===== src/rtcmh_pkg.sv =====
// Package for the minute and hour counters: offsets, fields, types
package rtcmh_pkg;

    // ------------------------------------------------------------
    // Register map (byte addresses on the Avalon word bus)
    // ------------------------------------------------------------
    localparam logic [3:0] RTCMH_OFS_MINUTE = 4'h0; // minute_count
    localparam logic [3:0] RTCMH_OFS_HOUR = 4'h4; // hour_count
    localparam logic [3:0] RTCMH_OFS_CTRL = 4'h8; // mode and afternoon
    localparam logic [3:0] RTCMH_OFS_STAT = 4'hC; // daily carry count

    // ------------------------------------------------------------
    // Field positions
    // ------------------------------------------------------------
    localparam int RTCMH_BUSY_BIT = 7; // Busy flag in both counters
    localparam int RTCMH_MODE_BIT = 6; // 24-hour select in control
    localparam int RTCMH_PM_BIT = 5; // Afternoon flag in control

    // ------------------------------------------------------------
    // Counting limits and reset values
    // ------------------------------------------------------------
    localparam logic [3:0] RTCMH_UNITS_MAX = 4'h9; // Units digit top
    localparam logic [2:0] RTCMH_MIN_TENS_MAX = 3'h5; // Minute tens top
    localparam logic [7:0] RTCMH_HR12_TOP = 8'h11; // 12-hour top, BCD
    localparam logic [7:0] RTCMH_HR24_TOP = 8'h23; // 24-hour top, BCD
    localparam logic [6:0] RTCMH_MIN_RST = 7'h00; // Minute after reset
    localparam logic [5:0] RTCMH_HR_RST = 6'h00; // Hour after reset
    localparam logic [1:0] RTCMH_BUSY_CYC = 2'h2; // Busy stretch cycles

    // ------------------------------------------------------------
    // Bus request carrier
    // ------------------------------------------------------------
    typedef struct packed {
        logic [3:0] address; // Byte address
        logic read; // Read strobe
        logic write; // Write strobe
        logic [31:0] writedata; // Write data
    } rtcmh_bus_req_t;

    // Bus answer states
    typedef enum logic [1:0] {
        RTCMH_IDLE = 2'b00, // No answer pending
        RTCMH_DONE = 2'b01 // Answer stands this cycle
    } rtcmh_bus_st_t;

    // All state of the block
    typedef struct packed {
        logic [6:0] minute; // BCD minute, tens in [6:4]
        logic [5:0] hour; // BCD hour, tens in [5:4]
        logic mode24; // 1 selects 24-hour range
        logic pm; // Afternoon flag
        logic [1:0] busy_cnt; // Remaining busy cycles
        logic [7:0] day_cnt; // Daily carries seen
        logic day_carry; // Daily carry pulse
        rtcmh_bus_st_t bus_st; // Bus answer state
        logic [31:0] rdata; // Read data
    } rtcmh_state_t;

endpackage : rtcmh_pkg


===== src/rtcmh_counters.sv =====
// Minute and hour BCD counters with Avalon-MM register access
// Operation
// - Minute counter advances on each minute carry
// - Minute counter holds only 00 to 59
// - Minute units step 0-9, wrap carries tens
// - Minute tens count 0 through 5
// - Bit 7 reads busy during updates
// - Hour counter advances on each hour carry
// - Hour range 00-11 or 00-23 by mode
// - Hour units step 0-9, wrap carries tens
// - Hour tens count only 0 through 2
// - Hour bit 6 always reads 0
// - Mode 0 runs 0-11, mode 1 0-23
// - Hour wrap gives daily carry to weekday
// - Afternoon flag: 0 morning, 1 afternoon
`timescale 1ns/1ps

module rtcmh_counters (
    input wire logic core_clk, // 40 MHz clock
    input wire logic srst, // Synchronous reset, active high
    input wire logic minute_tick, // Once-per-minute carry, one cycle
    input wire logic [3:0] avs_address, // Byte address
    input wire logic avs_read, // Read request
    input wire logic avs_write, // Write request
    input wire logic [31:0] avs_writedata, // Write data
    output logic [31:0] avs_readdata, // Read data, registered
    output logic avs_waitrequest, // Low when answer stands
    output logic day_carry, // Daily carry to weekday counter
    output logic update_in_progress // Busy flag copy
);
    import rtcmh_pkg::*;

    // ------------------------------------------------------------
    // Behaviour summary
    // ------------------------------------------------------------
    // The counters count only on minute_tick, which the seconds
    // counter raises for one core_clk cycle per minute. The hour
    // counter moves in the same update as the minute wrap, so the
    // two never disagree for a cycle.
    // Register access takes one wait cycle: a request seen while the
    // answer state is idle is taken at that edge, and waitrequest is
    // low during the next cycle, with read data standing beside it.
    // A write that meets a tick is held back one cycle; the master
    // keeps its request up, so nothing is lost.
    // Limitation: switching from 24-hour to 12-hour range while the
    // hour is above 11 leaves the hour as it is until software
    // writes a legal value; the range check relaxes for one cycle.
    // Trade-off: the busy flag is stretched a fixed two cycles after
    // the tick instead of tracking the real update length, which
    // keeps the logic small at the price of a slightly longer flag.

    // ------------------------------------------------------------
    // State and bus bundling
    // ------------------------------------------------------------
    rtcmh_state_t state_reg; // Registered state
    rtcmh_state_t state_next; // Next state
    rtcmh_bus_req_t req; // Bundled bus request
    logic min_wrap; // Minute 59 -> 00 this tick
    logic hr_wrap; // Hour at top this tick
    logic [7:0] hr_top; // Top of selected hour range
    logic [7:0] min_rd; // minute_count read image
    logic [7:0] hr_rd; // hour_count read image
    logic busy; // Update in progress

    assign req = '{avs_address, avs_read, avs_write, avs_writedata};

    // Busy while a tick is being applied and for a short stretch after
    assign busy = minute_tick || (state_reg.busy_cnt != 2'h0);
    assign min_wrap = (state_reg.minute == {RTCMH_MIN_TENS_MAX,
                                            RTCMH_UNITS_MAX});
    assign hr_top = state_reg.mode24 ? RTCMH_HR24_TOP
                                     : RTCMH_HR12_TOP;
    assign hr_wrap = ({2'b00, state_reg.hour} == hr_top);
    assign min_rd = {busy, state_reg.minute};
    assign hr_rd = {busy, 1'b0, state_reg.hour};

    // ------------------------------------------------------------
    // Next-state logic
    // ------------------------------------------------------------
    always_comb begin
        state_next = state_reg;
        state_next.day_carry = 1'b0;
        // Busy stretch counts down so the flag covers the update edge
        if (minute_tick) begin
            state_next.busy_cnt = RTCMH_BUSY_CYC;
        end else if (state_reg.busy_cnt != 2'h0) begin
            state_next.busy_cnt = state_reg.busy_cnt - 2'h1;
        end
        // Counting has priority over a software write in the same cycle
        if (minute_tick) begin
            if (min_wrap) begin
                state_next.minute = RTCMH_MIN_RST;
                if (hr_wrap) begin
                    state_next.hour = RTCMH_HR_RST;
                    state_next.day_carry = 1'b1;
                    state_next.day_cnt = state_reg.day_cnt + 8'h01;
                    // Twelve-hour wrap flips morning/afternoon
                    if (!state_reg.mode24) begin
                        state_next.pm = ~state_reg.pm;
                    end
                end else if (state_reg.hour[3:0] == RTCMH_UNITS_MAX) begin
                    state_next.hour[3:0] = 4'h0;
                    state_next.hour[5:4] = state_reg.hour[5:4] + 2'h1;
                end else begin
                    state_next.hour[3:0] = state_reg.hour[3:0] + 4'h1;
                end
            end else if (state_reg.minute[3:0] == RTCMH_UNITS_MAX) begin
                state_next.minute[3:0] = 4'h0;
                state_next.minute[6:4] = state_reg.minute[6:4] + 3'h1;
            end else begin
                state_next.minute[3:0] = state_reg.minute[3:0] + 4'h1;
            end
        end else if (req.write && state_reg.bus_st == RTCMH_IDLE) begin
            case (req.address)
                RTCMH_OFS_MINUTE: begin
                    // Out-of-range BCD writes are ignored
                    if (req.writedata[6:4] <= RTCMH_MIN_TENS_MAX &&
                        req.writedata[3:0] <= RTCMH_UNITS_MAX) begin
                        state_next.minute = req.writedata[6:0];
                    end
                end
                RTCMH_OFS_HOUR: begin
                    if (req.writedata[3:0] <= RTCMH_UNITS_MAX &&
                        {2'b00, req.writedata[5:0]} <= hr_top) begin
                        state_next.hour = req.writedata[5:0];
                    end
                end
                RTCMH_OFS_CTRL: begin
                    state_next.mode24 = req.writedata[RTCMH_MODE_BIT];
                    state_next.pm = req.writedata[RTCMH_PM_BIT];
                end
                default: begin
                end
            endcase
        end
        // Bus answer: one wait cycle, then the answer stands one cycle
        case (state_reg.bus_st)
            RTCMH_IDLE: begin
                if (req.read || (req.write && !minute_tick)) begin
                    state_next.bus_st = RTCMH_DONE;
                    case (req.address)
                        RTCMH_OFS_MINUTE: state_next.rdata = {24'h0, min_rd};
                        RTCMH_OFS_HOUR: state_next.rdata = {24'h0, hr_rd};
                        RTCMH_OFS_CTRL: state_next.rdata = {24'h0, 1'b0,
                            state_reg.mode24, state_reg.pm, 5'h00};
                        RTCMH_OFS_STAT: state_next.rdata = {24'h0,
                            state_reg.day_cnt};
                        default: state_next.rdata = 32'h0; // Unmapped
                    endcase
                end
            end
            RTCMH_DONE: begin
                state_next.bus_st = RTCMH_IDLE;
            end
            default: begin
                state_next.bus_st = RTCMH_IDLE;
            end
        endcase
    end

    // ------------------------------------------------------------
    // State register
    // ------------------------------------------------------------
    always_ff @(posedge core_clk) begin
        if (srst) begin
            state_reg <= '0;
        end else begin
            state_reg <= state_next;
        end
    end

    assign avs_readdata = state_reg.rdata;
    assign avs_waitrequest = (state_reg.bus_st != RTCMH_DONE);
    assign day_carry = state_reg.day_carry;
    assign update_in_progress = busy;
endmodule : rtcmh_counters


===== config.mk =====
export PLATFORM = sky130hd
export DESIGN_NAME = rtcmh_counters
export DESIGN_NICKNAME = d
export VERILOG_FILES = /design/src/rtcmh_pkg.sv /design/src/rtcmh_counters.sv
export SDC_FILE = /design/constraint.sdc
export NUM_CORES = 1
export LEC_CHECK = 0
export CORE_MARGIN = 3
export CORE_UTILIZATION = 36
export CTS_CLUSTER_DIAMETER = 30
export DETAILED_ROUTE_END_ITERATION = 10
export DONT_BUFFER_PORTS = 1
export SLEW_MARGIN = 20
export SYNTH_ARGS = -nofsm -noshare
export SYNTH_HDL_FRONTEND = slang
export SYNTH_SLANG_ARGS = --single-unit

===== constraint.sdc =====
create_clock -name core_clk -period 2.7 [get_ports core_clk]
set_input_delay 0.405 -clock core_clk [delete_from_list [all_inputs] [get_ports core_clk]]
set_output_delay 0.405 -clock core_clk [all_outputs]
set_load 0.02 [all_outputs]

# After elaboration in Yosys (flattened, before gate mapping)
# Index checks and enable logic that the tools add are counted.
# totals
reg_bits	59
in_bits	41
out_inout_bits	35
# op_classes
addsub	6
magnitude_cmp	3
eq_ne	12
muxes	23
bitwise_logic	5
n_reduce_logical	28
# ops
op	n
$pmux 8 s4	1
$mux 6	5
$mux 7	3
$eq 4x4->1 const B	4
$reduce_bool 2->1	8
$mux 15	1
$mux 13	1
$reduce_and 5->1	2
$reduce_and 3->1	3
$add 4x1->4 const B	2
$add 8x1->8 const B	1
$mux 2	4
$mux 4	2
$reduce_and 4->1	2
$eq 7x7->1 const B	1
$eq 6x6->1	1
$le 6x6->1	1
$ne 3x1->1 const B	2
$mux 1	5
$not 1->1	5
$eq 4x3->1 const B	1
$le 4x4->1 const B	1
$logic_and 1x1->1	4
$logic_not 4->1	1
13 further kinds	16

# Logic depth before layout (Yosys ltp)
# depth
ltp_word	7
ltp_mapped	8
ltp_nobuf	7

# Worst setup path after synthesis
# Ideal clock, no wire load.
# synth_timing
path_type	register to register
start	reg state_reg[46] (netlist bit)
end	reg state_reg, in the netlist hr_rd[4]
t_arrival_ns	1.836
setup_slack_ns	0.746
stages_incl_launch_ff	8
path_buffers	0
cell_sequence	dfxtp_1 > inv_1 > ha_1 > or3_1 > a211o_1 > o211ai_1 > nand2_2 > o221a_2
# synth_between
elab_chain_cells	5
word_cells_on_any_way	10
classes_between	order compare: 1; eq/ne: 2; mux: 4; reduce/logical: 3
# synth_lines
element	line	rtl
from (decl)	rtcmh_counters.sv:55	rtcmh_state_t state_reg;
from (signal assigned)	rtcmh_counters.sv:168	state_reg <= state_next;
$mux 6 *	rtcmh_counters.sv:71	assign hr_top = state_reg.mode24 ? RTCMH_HR24_TOP
$le 6x6->1 / $eq 6x6->1 (equally long branches)	rtcmh_counters.sv:124, rtcmh_counters.sv:73	
$logic_and 1x1->1 / $mux 6 (equally long branches)	rtcmh_counters.sv:123, rtcmh_counters.sv:93	
$reduce_bool 2->1 (no source line) / $mux 6 (equally long branches)	--	
$reduce_and 5->1 (no source line) / $mux 13 (equally long branches)	--	
# Mark *: on every way between the ends. The rest lies on a longest branch, timed or not. The select of a mux whose other input is x is not followed.
# A chain may end at the register's enable or synchronous reset.

# Worst setup path in the final report
# layout_timing
start	reg state_reg[46] (netlist bit)
end	reg state_reg, in the netlist hr_rd[5]
# Same word-level chain as after synthesis.

==> qor.yml <==
status:
  outcome: "finished, final reports clean"
drt:
  drc_errors: 0
  dr.first_iter.drc_count: 129
  num_vias: 1851
  wire_per_inst_um: 15.7
  ant_nets: 0
  wl_mm: 5.39
  firstDrtPassIters: 4
  vias_per_cell: 5.38
power:
  vdd_drop_max_mv: 0.246
  p_total_mw: 1.14
  p_per_area_nw_per_um2: 495
  p_leak_nw: 0.880
grt:
  grt_antenna_before_repair: 0
  grt_overflow: 0
  grt_pass1_wl_mm: 9.03
  grt_usage_pct: 15.7
  grt_max_degree: 34
  first_global_vias: 1724
synthesis:
  syn_avg_cell_area_um2: 8.18
  yosysSeqAreaShare_pct: 30.6
  synth_area_um2: 2290
  synth.ff_latch_count: 35
  ys_types: 51
  postSynth.asyncResetShare_pct: 0
  synth_edf_count: 0
  yosys_warnings: 0
  synthCells: 280
  synth-main-ff-cell: "dfxtp_1"
cts:
  cts-root-buf: "clkbuf_8"
  clock_path_buffers: 2
  cts.sinks: 35
  cts_htree_levels: 2
  cts_tree: "yes"
  cts_resized: 0
  ctsHoldBuffers: 0
  cts_made_buffers: 5
  clkTransAtPathRegs_ns: 0.08
  postCtsSetupRepairBufs: 0
  clock_latency_ns: 0.29
worst_setup_path:
  criticalPathCategory: "flip-flop to flip-flop"
  critPathMaxStageDelay_ns: 0.35
  start_kind: "flip-flop"
  cpLargestDelayFamily: "compound AO/OA/AOI/OAI gates"
  cp-end-kind: "flip-flop"
  required_ns: 2.89
  worstPathArrival_ns: 2.22
  worstPathMaxFanout: 7
  crit_chain: "buf_4 -> ha_1 -> or3_1 -> a211o_1 -> o211ai_1 -> nand2_2 -> o221a_2"
  path_buf_inv: 1
  critPathSlowestCell: "dfxtp_1"
floorplan:
  initial_core_util_pct: 38.0
  core_area_um2: 6030
  boundaryPins: 76
  die_area_um2: 7350
  fp-row-count: 28
  die_x_um: 85.8
  die_h_um: 85.8
timing:
  rsz0062_at_grt: "no"
  setup_viol: 0
  finalCritPeriodShare_pct: 75.4
  holdWs_ns: 0.176
  clock_skew_ns: 0.00288
  setup_ws_ns: 0.664
  fmax_mhz: 491
  worst_pin_slew_ns: 0.765
  slew_headroom_pct: 48.3
  min_period_ns: 2.04
  final_max_slew_viol_count: 0
  finalHoldViolations: 0
  setup_tns_ns: 0
cells_and_area:
  final_core_util_pct: 38.1
  regArea_um2: 701
  nets: 319
  syn_to_final_growth_pct: 0.328
  drive_above_1_share_pct: 8.18
  fillCellCount: 636
  final_cells: 344
  multi_input_area_um2: 1330
  largest_reg_flops: 13
  antenna_cells: 0
  final_area_um2: 2300
placement:
  dp_hpwl_mm: 3.96
  gp_congestion: 0.802
  portBuffers: 0
  dp_slack_ns: 0.674
  dp.cells: 336
  post_dp_cell_area_um2: 2180
worst_hold_path:
  hold_class: "input port to flip-flop"
job:
  cap_viol_max_count: 0
-- placed cells by master, fill, tap and decap left out, types with 2 or more instances in the layout --
cell / count
nand2b_1: 2
nand4_1: 4
xnor2_1: 5
mux2i_1: 2
ha_1: 10
buf_4: 3
clkbuf_8: 5
o21ai_0: 18
nand2_1: 22
a311oi_1: 2
a21oi_1: 8
nor4b_1: 3
inv_1: 10
nor3_1: 8
dfxtp_1: 35
o21a_1: 2
o211ai_1: 5
o221a_2: 2
nor4_1: 2
o211a_1: 3
a22oi_1: 10
a211oi_1: 3
conb_1: 24
o31ai_1: 4
xor2_1: 5
nor2_1: 31
a22o_1: 6
mux2_2: 3
nand3_1: 10
-- worst paths after layout --
kind	slack, ns	end	cells after the start	from
max	0.66	hr_rd[5]	7	state_reg[46]
min	0.18	state_reg[32]	1	srst
max reg2reg	0.66	hr_rd[5]	7	state_reg[46]
min reg2reg	0.45	state_reg[43]	1	state_reg[43]
-- cell usage after synthesis, types with 2 or more instances --
| master | count | area share [%] |
|---|---|---|
| buf_1 | 2 | 0.33 |
| inv_1 | 10 | 1.6 |
| o31ai_1 | 4 | 1.3 |
| o21ai_0 | 18 | 3.9 |
| a311oi_1 | 2 | 0.77 |
| xor2_1 | 5 | 1.9 |
| nand2b_1 | 2 | 0.55 |
| dfxtp_1 | 35 | 31 |
| xnor2_1 | 5 | 1.9 |
| clkbuf_1 | 5 | 0.82 |
| buf_4 | 34 | 11 |
| nor2_1 | 31 | 5.1 |
| a211oi_1 | 3 | 0.98 |
| o21a_1 | 2 | 0.66 |
| mux2i_1 | 2 | 0.87 |
| mux2_2 | 3 | 1.5 |
| nand2_1 | 22 | 3.6 |
| nand4_1 | 4 | 1.1 |
| nand3_1 | 10 | 2.2 |
| nor3_1 | 8 | 1.7 |
| nor4_1 | 2 | 0.55 |
| o211ai_1 | 5 | 1.6 |
| a21oi_1 | 8 | 1.7 |
| ha_1 | 10 | 5.5 |
| o211a_1 | 3 | 1.3 |
| nor4b_1 | 3 | 1.1 |
| a22oi_1 | 10 | 3.3 |
| o221a_2 | 2 | 0.98 |
| a22o_1 | 6 | 2.3 |
| buf_2 | 3 | 0.66 |
-- cells by family after synthesis --
family	count (synthesis)	synth area share, %
fa+ha+maj	10	5.46
xor+xnor	10	3.82
other cells	1	0.164
mux	6	3.33
simple gates	93	20.1
buf+inv	55	15.1
flops	35	30.6
compound gates	70	21.4
-- metal layers --
metal	up-vias	wire length (µm)	GRT usage, %
met3	9	449	4.51
li1	921	-	-
met5	-	0	0
met4	0	93	5.76
met2	62	2420	23.4
met1	859	2430	21.6
-- area by class of cell --
type                    instances  share of cell area, %
clock buffers                   5                   3.00
clock inverters                 3                   1.91
inverters                      10                   1.63
multi-input cells             213                   57.9
flip-flops and latches         35                   30.5
well taps                      75                   4.08
repair buffers                  3                  0.980
-- where the power goes --
part           switching, mW  internal, mW  leakage (nW)
Sequential            0.0125         0.525         0.283
Clock                  0.210         0.275        0.0581
Combinational         0.0797        0.0349         0.538
-- worst reg2reg max path, stage by stage, from the launching register on --
cell,delay (ns)
dfxtp_1,0.35
buf_4,0.19
ha_1,0.20
or3_1,0.34
a211o_1,0.31
o211ai_1,0.17
nand2_2,0.14
o221a_2,0.24
Power figures use the tool's default switching activity.
